File: src/hsa_pkg.sv
// Notes on behaviour
// - Bayer format without processed-raw: colour matrix and this adjustment are bypassed.
// - Non-Bayer formats ignore the processed-raw setting.
// - One enable bit switches the whole adjustment on or off.
// - A selector picks red, yellow, green, cyan, blue or magenta.
// - Hue and saturation accesses go to the selected colour; six pairs are kept.
// - Hue in real form spans -4.0 to +3.96875.
// - Integer hue spans -128 to +127; 32 steps equal one unit.
// - Saturation in real form spans 0.0 to +1.99219.
// - Integer saturation spans 0 to 255; 128 is unity, 0 is none.
// - Each pixel takes the settings of its predominant colour and of the secondary colour between its two largest components.
// - Adjusting a colour partly affects both hexagon neighbours.
// - Hue rotates a corner toward a neighbour, fully reaching it only at -128.
// - Negative hue turns red toward yellow, positive toward magenta.
// - Minimum saturation turns the colour gray; more saturation adds colourfulness.
// - Reset command reloads all settings for the current light source.
// - Changing light source loads its settings; custom loads neutral values.
package hsa_pkg;
    localparam int AVS_ADDR_W = 5;
    localparam logic [4:0] OFS_CTRL = 5'h00;
    localparam logic [4:0] OFS_SEL = 5'h04;
    localparam logic [4:0] OFS_HUE = 5'h08;
    localparam logic [4:0] OFS_SAT = 5'h0c;
    localparam logic [4:0] OFS_CMD = 5'h10;
    localparam logic [4:0] OFS_STAT = 5'h14;
    localparam int CTRL_EN_BIT = 0;
    localparam int CTRL_RAW_BIT = 1;
    localparam int CTRL_BAYER_BIT = 2;
    localparam int CTRL_LS_LSB = 4;
    localparam int CMD_RESET_BIT = 0;
    localparam int STAT_ACT_BIT = 0;
    localparam int STAT_BYP_BIT = 1;
    localparam int SET_W = 8;
    localparam int NUM_COLOURS = 6;
    localparam int NUM_LIGHTS = 5;
    localparam int HUE_FRAC_BITS = 5;
    localparam int SAT_FRAC_BITS = 7;
    localparam logic [7:0] HUE_NEUTRAL = 8'h00;
    localparam logic [7:0] SAT_UNITY = 8'h80;
    localparam int PIPE_LAT = 3;

    typedef enum logic [2:0] {
        COL_RED = 3'h0,
        COL_YELLOW = 3'h1,
        COL_GREEN = 3'h2,
        COL_CYAN = 3'h3,
        COL_BLUE = 3'h4,
        COL_MAGENTA = 3'h5
    } hsa_colour_t;

    typedef enum logic [2:0] {
        LS_OFF = 3'h0,
        LS_TUNGSTEN = 3'h1,
        LS_DAYLIGHT = 3'h2,
        LS_D6500 = 3'h3,
        LS_CUSTOM = 3'h4
    } hsa_light_t;

    // Per light source, per colour red..magenta
    localparam logic [7:0] LS_HUE_DEF [NUM_LIGHTS][NUM_COLOURS] = '{
        '{8'h00, 8'h00, 8'h00, 8'h00, 8'h00, 8'h00},
        '{8'hfc, 8'h00, 8'h02, 8'h00, 8'h04, 8'h00},
        '{8'hfe, 8'h00, 8'h00, 8'h00, 8'h02, 8'h00},
        '{8'hff, 8'h00, 8'h00, 8'h00, 8'h01, 8'h00},
        '{8'h00, 8'h00, 8'h00, 8'h00, 8'h00, 8'h00}
    };
    localparam logic [7:0] LS_SAT_DEF [NUM_LIGHTS][NUM_COLOURS] = '{
        '{8'h80, 8'h80, 8'h80, 8'h80, 8'h80, 8'h80},
        '{8'h78, 8'h80, 8'h88, 8'h88, 8'h90, 8'h80},
        '{8'h88, 8'h80, 8'h84, 8'h80, 8'h88, 8'h80},
        '{8'h8c, 8'h84, 8'h88, 8'h84, 8'h8c, 8'h84},
        '{8'h80, 8'h80, 8'h80, 8'h80, 8'h80, 8'h80}
    };
endpackage : hsa_pkg
File: src/hsa_adjust.sv
`timescale 1ns/1ps
module hsa_adjust #(
    parameter int PIX_W = 8
) (
    input wire logic i_sys_clk,
    input wire logic i_rstn,
    input wire logic [hsa_pkg::AVS_ADDR_W-1:0] i_avs_address,
    input wire logic i_avs_read,
    input wire logic i_avs_write,
    input wire logic [31:0] i_avs_writedata,
    input wire logic [3:0] i_avs_byteenable,
    output logic [31:0] o_avs_readdata,
    output logic o_avs_waitrequest,
    input wire logic i_pix_valid,
    input wire logic [PIX_W-1:0] i_pix_r,
    input wire logic [PIX_W-1:0] i_pix_g,
    input wire logic [PIX_W-1:0] i_pix_b,
    output logic o_pix_valid,
    output logic [PIX_W-1:0] o_pix_r,
    output logic [PIX_W-1:0] o_pix_g,
    output logic [PIX_W-1:0] o_pix_b,
    output logic o_matrix_bypass,
    output logic o_adjust_active
);
    localparam int SUM_W = PIX_W + 4;

    generate
        if (PIX_W < 4 || PIX_W > 16)
        begin : g_bad_width
            $error("hsa_adjust: PIX_W must be 4 to 16");
        end
    endgenerate

    // Register file
    logic wait_r;
    logic wait_nxt;
    logic [31:0] rdata_r;
    logic [31:0] rdata_nxt;
    logic [31:0] rd_word;
    logic en_r;
    logic en_nxt;
    logic raw_r;
    logic raw_nxt;
    logic bayer_r;
    logic bayer_nxt;
    hsa_pkg::hsa_light_t ls_r;
    hsa_pkg::hsa_light_t ls_nxt;
    hsa_pkg::hsa_colour_t sel_r;
    hsa_pkg::hsa_colour_t sel_nxt;
    logic [7:0] hue_r [hsa_pkg::NUM_COLOURS];
    logic [7:0] hue_nxt [hsa_pkg::NUM_COLOURS];
    logic [7:0] sat_r [hsa_pkg::NUM_COLOURS];
    logic [7:0] sat_nxt [hsa_pkg::NUM_COLOURS];
    logic act_r;
    logic act_nxt;
    logic byp_r;
    logic byp_nxt;
    logic req;
    logic wr_commit;
    logic act_c;

    assign req = i_avs_read | i_avs_write;
    assign wr_commit = i_avs_write & ~wait_r & i_avs_byteenable[0];
    // Bayer output needs processed-raw; other formats ignore it
    assign act_c = en_r & (~bayer_r | raw_r);

    always_comb
    begin
        rd_word = 32'h0000_0000;
        unique case (i_avs_address)
            hsa_pkg::OFS_CTRL:
            begin
                rd_word[hsa_pkg::CTRL_EN_BIT] = en_r;
                rd_word[hsa_pkg::CTRL_RAW_BIT] = raw_r;
                rd_word[hsa_pkg::CTRL_BAYER_BIT] = bayer_r;
                rd_word[hsa_pkg::CTRL_LS_LSB +: 3] = ls_r;
            end
            hsa_pkg::OFS_SEL: rd_word[2:0] = sel_r;
            hsa_pkg::OFS_HUE: rd_word[7:0] = hue_r[sel_r];
            hsa_pkg::OFS_SAT: rd_word[7:0] = sat_r[sel_r];
            hsa_pkg::OFS_STAT:
            begin
                rd_word[hsa_pkg::STAT_ACT_BIT] = act_r;
                rd_word[hsa_pkg::STAT_BYP_BIT] = byp_r;
            end
            default: rd_word = 32'h0000_0000;
        endcase
    end

    always_comb
    begin
        logic load;
        hsa_pkg::hsa_light_t load_src;
        load = 1'b0;
        load_src = ls_r;
        wait_nxt = 1'b1;
        rdata_nxt = rdata_r;
        en_nxt = en_r;
        raw_nxt = raw_r;
        bayer_nxt = bayer_r;
        ls_nxt = ls_r;
        sel_nxt = sel_r;
        hue_nxt = hue_r;
        sat_nxt = sat_r;
        act_nxt = act_c;
        byp_nxt = bayer_r & ~raw_r;
        // One wait cycle, then the access completes
        if (req && wait_r)
        begin
            wait_nxt = 1'b0;
            rdata_nxt = i_avs_read ? rd_word : 32'h0000_0000;
        end
        if (wr_commit)
        begin
            unique case (i_avs_address)
                hsa_pkg::OFS_CTRL:
                begin
                    en_nxt = i_avs_writedata[hsa_pkg::CTRL_EN_BIT];
                    raw_nxt = i_avs_writedata[hsa_pkg::CTRL_RAW_BIT];
                    bayer_nxt = i_avs_writedata[hsa_pkg::CTRL_BAYER_BIT];
                    if (i_avs_writedata[hsa_pkg::CTRL_LS_LSB +: 3] <= hsa_pkg::LS_CUSTOM)
                    begin
                        ls_nxt = hsa_pkg::hsa_light_t'(i_avs_writedata[hsa_pkg::CTRL_LS_LSB +: 3]);
                        load = (ls_nxt != ls_r);
                        load_src = ls_nxt;
                    end
                end
                hsa_pkg::OFS_SEL:
                begin
                    // Codes above magenta are ignored
                    if (i_avs_writedata[2:0] <= hsa_pkg::COL_MAGENTA)
                    begin
                        sel_nxt = hsa_pkg::hsa_colour_t'(i_avs_writedata[2:0]);
                    end
                end
                // Stored as raw integers: hue Q3.5, saturation Q1.7
                hsa_pkg::OFS_HUE: hue_nxt[sel_r] = i_avs_writedata[7:0];
                hsa_pkg::OFS_SAT: sat_nxt[sel_r] = i_avs_writedata[7:0];
                hsa_pkg::OFS_CMD: load = i_avs_writedata[hsa_pkg::CMD_RESET_BIT];
                default: load = 1'b0;
            endcase
        end
        if (load)
        begin
            for (int k = 0; k < hsa_pkg::NUM_COLOURS; k++)
            begin
                hue_nxt[k] = hsa_pkg::LS_HUE_DEF[load_src][k];
                sat_nxt[k] = hsa_pkg::LS_SAT_DEF[load_src][k];
            end
        end
    end

    always_ff @(posedge i_sys_clk)
    begin
        if (!i_rstn)
        begin
            wait_r <= 1'b1;
            rdata_r <= 32'h0000_0000;
            en_r <= 1'b0;
            raw_r <= 1'b0;
            bayer_r <= 1'b0;
            ls_r <= hsa_pkg::LS_OFF;
            sel_r <= hsa_pkg::COL_RED;
            act_r <= 1'b0;
            byp_r <= 1'b0;
            for (int k = 0; k < hsa_pkg::NUM_COLOURS; k++)
            begin
                hue_r[k] <= hsa_pkg::HUE_NEUTRAL;
                sat_r[k] <= hsa_pkg::SAT_UNITY;
            end
        end
        else
        begin
            wait_r <= wait_nxt;
            rdata_r <= rdata_nxt;
            en_r <= en_nxt;
            raw_r <= raw_nxt;
            bayer_r <= bayer_nxt;
            ls_r <= ls_nxt;
            sel_r <= sel_nxt;
            act_r <= act_nxt;
            byp_r <= byp_nxt;
            hue_r <= hue_nxt;
            sat_r <= sat_nxt;
        end
    end

    assign o_avs_waitrequest = wait_r;
    assign o_avs_readdata = rdata_r;
    assign o_adjust_active = act_r;
    assign o_matrix_bypass = byp_r;

    // Pixel pipeline: decompose, adjust corners, recombine
    logic s1_v_r;
    logic s1_v_nxt;
    logic s1_act_r;
    logic s1_act_nxt;
    logic [3*PIX_W-1:0] s1_raw_r;
    logic [3*PIX_W-1:0] s1_raw_nxt;
    logic [PIX_W-1:0] s1_min_r;
    logic [PIX_W-1:0] s1_min_nxt;
    logic [PIX_W-1:0] s1_p_r;
    logic [PIX_W-1:0] s1_p_nxt;
    logic [PIX_W-1:0] s1_s_r;
    logic [PIX_W-1:0] s1_s_nxt;
    logic [2:0] s1_pi_r;
    logic [2:0] s1_pi_nxt;
    logic [2:0] s1_si_r;
    logic [2:0] s1_si_nxt;
    logic s2_v_r;
    logic s2_act_r;
    logic [3*PIX_W-1:0] s2_raw_r;
    logic [PIX_W-1:0] s2_min_r;
    logic [2:0] s2_pi_r;
    logic [2:0] s2_pt_r;
    logic [2:0] s2_si_r;
    logic [2:0] s2_st_r;
    logic [PIX_W:0] s2_pk_r;
    logic [PIX_W:0] s2_pm_r;
    logic [PIX_W:0] s2_sk_r;
    logic [PIX_W:0] s2_sm_r;
    logic [PIX_W:0] pk_c;
    logic [PIX_W:0] pm_c;
    logic [PIX_W:0] sk_c;
    logic [PIX_W:0] sm_c;
    logic [2:0] pt_c;
    logic [2:0] st_c;
    logic [SUM_W-1:0] corner_amt [hsa_pkg::NUM_COLOURS];
    logic [3*PIX_W-1:0] out_nxt;
    logic [3*PIX_W-1:0] out_r;
    logic out_v_r;

    function automatic logic [PIX_W-1:0] clip(input logic [SUM_W-1:0] v);
        clip = (|v[SUM_W-1:PIX_W]) ? {PIX_W{1'b1}} : v[PIX_W-1:0];
    endfunction : clip

    // Pixel = gray + primary corner amount + secondary corner amount
    always_comb
    begin
        s1_v_nxt = i_pix_valid;
        s1_act_nxt = act_c;
        s1_raw_nxt = {i_pix_r, i_pix_g, i_pix_b};
        if (i_pix_r >= i_pix_g && i_pix_r >= i_pix_b)
        begin
            s1_pi_nxt = hsa_pkg::COL_RED;
            s1_si_nxt = (i_pix_g >= i_pix_b) ? hsa_pkg::COL_YELLOW : hsa_pkg::COL_MAGENTA;
            s1_min_nxt = (i_pix_g >= i_pix_b) ? i_pix_b : i_pix_g;
            s1_p_nxt = i_pix_r - ((i_pix_g >= i_pix_b) ? i_pix_g : i_pix_b);
            s1_s_nxt = (i_pix_g >= i_pix_b) ? i_pix_g - i_pix_b : i_pix_b - i_pix_g;
        end
        else if (i_pix_g >= i_pix_b)
        begin
            s1_pi_nxt = hsa_pkg::COL_GREEN;
            s1_si_nxt = (i_pix_r >= i_pix_b) ? hsa_pkg::COL_YELLOW : hsa_pkg::COL_CYAN;
            s1_min_nxt = (i_pix_r >= i_pix_b) ? i_pix_b : i_pix_r;
            s1_p_nxt = i_pix_g - ((i_pix_r >= i_pix_b) ? i_pix_r : i_pix_b);
            s1_s_nxt = (i_pix_r >= i_pix_b) ? i_pix_r - i_pix_b : i_pix_b - i_pix_r;
        end
        else
        begin
            s1_pi_nxt = hsa_pkg::COL_BLUE;
            s1_si_nxt = (i_pix_r >= i_pix_g) ? hsa_pkg::COL_MAGENTA : hsa_pkg::COL_CYAN;
            s1_min_nxt = (i_pix_r >= i_pix_g) ? i_pix_g : i_pix_r;
            s1_p_nxt = i_pix_b - ((i_pix_r >= i_pix_g) ? i_pix_r : i_pix_g);
            s1_s_nxt = (i_pix_r >= i_pix_g) ? i_pix_r - i_pix_g : i_pix_g - i_pix_r;
        end
    end

    hsa_corner_adjust #(
        .PIX_W(PIX_W)
    ) u_primary (
        .i_amount(s1_p_r),
        .i_index(s1_pi_r),
        .i_sat(sat_r[s1_pi_r]),
        .i_hue(hue_r[s1_pi_r]),
        .o_kept(pk_c),
        .o_moved(pm_c),
        .o_target(pt_c)
    );

    hsa_corner_adjust #(
        .PIX_W(PIX_W)
    ) u_secondary (
        .i_amount(s1_s_r),
        .i_index(s1_si_r),
        .i_sat(sat_r[s1_si_r]),
        .i_hue(hue_r[s1_si_r]),
        .o_kept(sk_c),
        .o_moved(sm_c),
        .o_target(st_c)
    );

    // Adjacent pixels between two corners feel both corners' settings
    generate
        for (genvar k = 0; k < hsa_pkg::NUM_COLOURS; k++)
        begin : g_corner
            assign corner_amt[k] = ((s2_pi_r == 3'(k)) ? SUM_W'(s2_pk_r) : '0)
                + ((s2_pt_r == 3'(k)) ? SUM_W'(s2_pm_r) : '0)
                + ((s2_si_r == 3'(k)) ? SUM_W'(s2_sk_r) : '0)
                + ((s2_st_r == 3'(k)) ? SUM_W'(s2_sm_r) : '0);
        end
    endgenerate

    // Bypass keeps the raw pixel on the same three-stage path
    always_comb
    begin
        if (s2_act_r)
        begin
            out_nxt = {
                clip(SUM_W'(s2_min_r) + corner_amt[0] + corner_amt[1] + corner_amt[5]),
                clip(SUM_W'(s2_min_r) + corner_amt[1] + corner_amt[2] + corner_amt[3]),
                clip(SUM_W'(s2_min_r) + corner_amt[3] + corner_amt[4] + corner_amt[5])
            };
        end
        else
        begin
            out_nxt = s2_raw_r;
        end
    end

    always_ff @(posedge i_sys_clk)
    begin
        if (!i_rstn)
        begin
            s1_v_r <= 1'b0;
            s2_v_r <= 1'b0;
            out_v_r <= 1'b0;
            s1_act_r <= 1'b0;
            s2_act_r <= 1'b0;
            s1_raw_r <= '0;
            s2_raw_r <= '0;
            s1_min_r <= '0;
            s2_min_r <= '0;
            s1_p_r <= '0;
            s1_s_r <= '0;
            s1_pi_r <= 3'h0;
            s1_si_r <= 3'h0;
            s2_pi_r <= 3'h0;
            s2_si_r <= 3'h0;
            s2_pt_r <= 3'h0;
            s2_st_r <= 3'h0;
            s2_pk_r <= '0;
            s2_pm_r <= '0;
            s2_sk_r <= '0;
            s2_sm_r <= '0;
            out_r <= '0;
        end
        else
        begin
            s1_v_r <= s1_v_nxt;
            s1_act_r <= s1_act_nxt;
            s1_raw_r <= s1_raw_nxt;
            s1_min_r <= s1_min_nxt;
            s1_p_r <= s1_p_nxt;
            s1_s_r <= s1_s_nxt;
            s1_pi_r <= s1_pi_nxt;
            s1_si_r <= s1_si_nxt;
            s2_v_r <= s1_v_r;
            s2_act_r <= s1_act_r;
            s2_raw_r <= s1_raw_r;
            s2_min_r <= s1_min_r;
            s2_pi_r <= s1_pi_r;
            s2_si_r <= s1_si_r;
            s2_pt_r <= pt_c;
            s2_st_r <= st_c;
            s2_pk_r <= pk_c;
            s2_pm_r <= pm_c;
            s2_sk_r <= sk_c;
            s2_sm_r <= sm_c;
            out_v_r <= s2_v_r;
            out_r <= out_nxt;
        end
    end

    assign o_pix_valid = out_v_r;
    assign o_pix_r = out_r[3*PIX_W-1:2*PIX_W];
    assign o_pix_g = out_r[2*PIX_W-1:PIX_W];
    assign o_pix_b = out_r[PIX_W-1:0];
endmodule : hsa_adjust

File: src/hsa_corner_adjust.sv
`timescale 1ns/1ps
module hsa_corner_adjust #(
    parameter int PIX_W = 8
) (
    input wire logic [PIX_W-1:0] i_amount,
    input wire logic [2:0] i_index,
    input wire logic [hsa_pkg::SET_W-1:0] i_sat,
    input wire logic [hsa_pkg::SET_W-1:0] i_hue,
    output logic [PIX_W:0] o_kept,
    output logic [PIX_W:0] o_moved,
    output logic [2:0] o_target
);
    logic [PIX_W+7:0] scaled_full;
    logic [PIX_W:0] scaled;
    logic [7:0] hue_mag;
    logic [PIX_W+8:0] moved_full;

    // Saturation scales the corner amount; 128 is unity, 0 leaves gray
    assign scaled_full = i_amount * i_sat;
    assign scaled = scaled_full[PIX_W+hsa_pkg::SAT_FRAC_BITS:hsa_pkg::SAT_FRAC_BITS];
    // Magnitude 128 moves the whole amount onto the neighbour
    assign hue_mag = i_hue[7] ? 8'(~i_hue + 8'h01) : i_hue;
    assign moved_full = scaled * hue_mag;
    assign o_moved = moved_full[PIX_W+7:7];
    assign o_kept = scaled - o_moved;

    // Negative goes to the next corner, positive to the previous one
    always_comb
    begin
        if (i_hue[7])
        begin
            o_target = (i_index == 3'(hsa_pkg::NUM_COLOURS - 1)) ? 3'h0 : 3'(i_index + 3'h1);
        end
        else
        begin
            o_target = (i_index == 3'h0) ? 3'(hsa_pkg::NUM_COLOURS - 1) : 3'(i_index - 3'h1);
        end
    end
endmodule : hsa_corner_adjust

File: config.mk
export PLATFORM = sky130hd
export DESIGN_NAME = hsa_adjust
export DESIGN_NICKNAME = d
export VERILOG_FILES = /design/src/hsa_pkg.sv /design/src/hsa_adjust.sv /design/src/hsa_corner_adjust.sv
export SDC_FILE = /design/constraint.sdc
export NUM_CORES = 2
export LEC_CHECK = 0
export BUFFER_PORTS_ARGS = -buffer_cell sky130_fd_sc_hd__buf_2
export CAP_MARGIN = 25
export CORE_MARGIN = 5
export CORE_UTILIZATION = 59
export DETAILED_ROUTE_END_ITERATION = 8
export PLACE_DENSITY_LB_ADDON = 0.08
export SLEW_MARGIN = 30
export SYNTH_ARGS = -nofsm -noshare
export SYNTH_HDL_FRONTEND = slang
export SYNTH_SLANG_ARGS = --single-unit
File: constraint.sdc
create_clock -name i_sys_clk -period 14.6 [get_ports i_sys_clk]
set_input_delay 1.46 -clock i_sys_clk [delete_from_list [all_inputs] [get_ports i_sys_clk]]
set_output_delay 1.46 -clock i_sys_clk [all_outputs]
set_load 0.01 [all_outputs]
==> impl_metrics.json <==
{
  "cts_sinks": 275,
  "start_util_pct": 59.71,
  "worst_pin_slew_ps": 1036,
  "hpwl_um": 66700,
  "ys_async_sr_fraction_pct": 0,
  "cpPeakStageDelay_ps": 660,
  "grt_use_total_pct": 29.78,
  "routed-via-count": 24550,
  "hold_viol": 0,
  "layout_common_cells": "inv_1 (453), nand2_1 (337), fa_1 (320)",
  "hold_path_class": "register to register",
  "grt_pass1_wl_um": 135000,
  "cts_tree": "yes",
  "gp_congestion": 0.9583,
  "p_total_mw": 2.508,
  "cts_buffers": 31,
  "status": "finished, final reports clean",
  "endpoint_kind": "register",
  "ir_drop_v": 0.0001020,
  "cts_root_buf": "clkbuf_16",
  "cts_setup_buffers": 0,
  "critPathBufInv": 9,
  "dp_slack_ps": 2584,
  "setup_tns_ps": 0,
  "maxCapViolCount": 0,
  "final_common_cell": "inv_1",
  "power.density_nw_per_um2": 78.30,
  "vias_per_cell": 5.866,
  "ys_seq_area_share_pct": 18.38,
  "worstPathMaxFanout": 17,
  "rows": 82,
  "cp_top_family": "adder cells",
  "post-route-drc-count": 0,
  "n_antenna_cell": 0,
  "period_needed_ps": 11550,
  "die_width_um": 235.3,
  "htreeDepth": 1,
  "clk_pin_slew_ps": 60,
  "first_iter_violations": 1892,
  "syn_to_final_growth_pct": 6.908,
  "syn_area_um2": 29960,
  "setup-violations-final": 0,
  "maxSlewViolCount": 0,
  "ys.warnings.count": 0,
  "hold_slack_ps": 432.7,
  "grt-ovfl-total": 0,
  "fin_area_um2": 32030,
  "dp_cells": 4124,
  "placed_area_um2": 30890,
  "clockBufferDepth": 3,
  "drive_above_1_share_pct": 7.456,
  "cp_common_cell": "fa_1",
  "yosysUniqueCellTypes": 90,
  "slew_headroom_pct": 30.24,
  "rsz0062_at_grt": "no",
  "syn_inst": 3464,
  "syn_avg_cell_area_um2": 8.649,
  "grt_start_max_net_pins": 71,
  "synth-edff-count": 0,
  "grt_pass1_vias": 24970,
  "coreArea_um2": 50170,
  "first_pass_iters": 6,
  "fin_cells": 4186,
  "ys_ff_latch": 275,
  "cts_hold_buf": 0,
  "io_pins": 130,
  "clock_latency_ps": 610,
  "antenna_left": 0,
  "fin_util_pct": 63.84,
  "synth_area_leaders": "fa_1 (21%), dfxtp_1 (18%), ha_1 (12%)",
  "critPathKind": "register to register",
  "yosysTopAreaCell": "fa_1",
  "die_h_um": 235.3,
  "fin_nets": 4176,
  "crit_path_start_kind": "register",
  "cp.arrival_ps": 12060,
  "cp.required_ps": 15110,
  "routed_wl_um": 84410,
  "p_leak_nw": 15.55,
  "dieArea_um2": 55380,
  "setup_slack_ps": 3046,
  "finalCritPeriodShare_pct": 79.13,
  "io_buffers": 78,
  "avgRoutedWirePerCell_um": 20.17,
  "fin_skew_ps": 33.79,
  "antenna_found_initial": 1,
  "cts_resized": 0,
  "cp_slowest_cell": "dfxtp_2",
  "synth.top_cell.area_share_pct": 21.38,
  "fmax_mhz": 86.55,
  "synthFlopType": "dfxtp_1"
}
-- cell usage after synthesis (45+ instances only) --
cell and n:
ha_1 297, a22oi_1 61, nand2_1 337, mux2i_1 64
and2_1 198, nor2b_1 73, nor2_1 290, o21ai_0 77
dfxtp_1 275, xnor2_1 94, xor2_1 45, fa_1 320
clkbuf_1 106, nand3_1 52, inv_1 454, a21oi_1 191
-- final timing paths --
kind,slack (ps),endpoint,startpoint,cells after the start
max reg2reg,3050,s2_sk_r[8]$_SDFF_PN0_,s2_pt_r[0]$_SDFF_PN0_,47
min,430,s2_v_r$_SDFF_PN0_,s1_v_r$_SDFF_PN0_,1
max,3050,s2_sk_r[8]$_SDFF_PN0_,s2_pt_r[0]$_SDFF_PN0_,47
min reg2reg,430,s2_v_r$_SDFF_PN0_,s1_v_r$_SDFF_PN0_,1
-- final cells by class --
| cell class | instances | area (um^2) |
|---|---|---|
| Multi-Input combinational cell | 2608 | 22250 |
| Fill cell | 4342 | 18140 |
| Inverter | 463 | 1739 |
| Clock inverter | 15 | 165.2 |
| Sequential cell | 275 | 5507 |
| Clock buffer | 43 | 890.9 |
| Tap cell | 672 | 840.8 |
| Timing Repair Buffer | 110 | 633.1 |
-- metal layers --
layer  part of all wire, %  up-vias  global-route usage, %  wire, um
met5                 0.015        -                      0        13
li1                      -    11430                      -         -
met3                   7.5      169                  4.581      6344
met2                    47      918                  49.23     39760
met4                   3.0        2                  8.832      2505
met1                    42    12030                  40.86     35790
-- flip-flops by register name, indices dropped and copies added (netlist names), 2 cells and up --
| name | cells |
|---|---|
| ls_r | 3 |
| s2_raw_r | 24 |
| s2_pk_r | 9 |
| s1_pi_r | 2 |
| s1_raw_r | 24 |
| out_r | 24 |
| sel_r | 3 |
| s2_pm_r | 9 |
| s2_pi_r | 2 |
| s1_s_r | 8 |
| s1_min_r | 8 |
| s2_sk_r | 9 |
| o_avs_readdata | 8 |
| s2_sm_r | 9 |
| s2_pt_r | 3 |
| s2_si_r | 3 |
| s1_si_r | 2 |
| s1_p_r | 8 |
| s2_min_r | 8 |
| hue_r | 48 |
| s2_st_r | 3 |
| sat_r | 48 |
-- report_power, final --
group	switching, mW	internal, mW	total (mW)
registers	0.0790	0.796	0.875
clock network	0.336	0.465	0.801
logic	0.494	0.337	0.831
-- kinds of logic (layout without fill, tap and decap cells) --
group	Yosys count	in the layout	share of synthesized area [%]
flops	275	275	18.38
other cells	1	24	0.01252
xor+xnor	143	143	4.343
fa+ha+maj	617	617	33.79
simple gates	1119	1119	18.05
mux	101	101	4.068
compound gates	604	604	13.43
buf+inv	604	631	7.935
(Power assumes the default switching activity.)
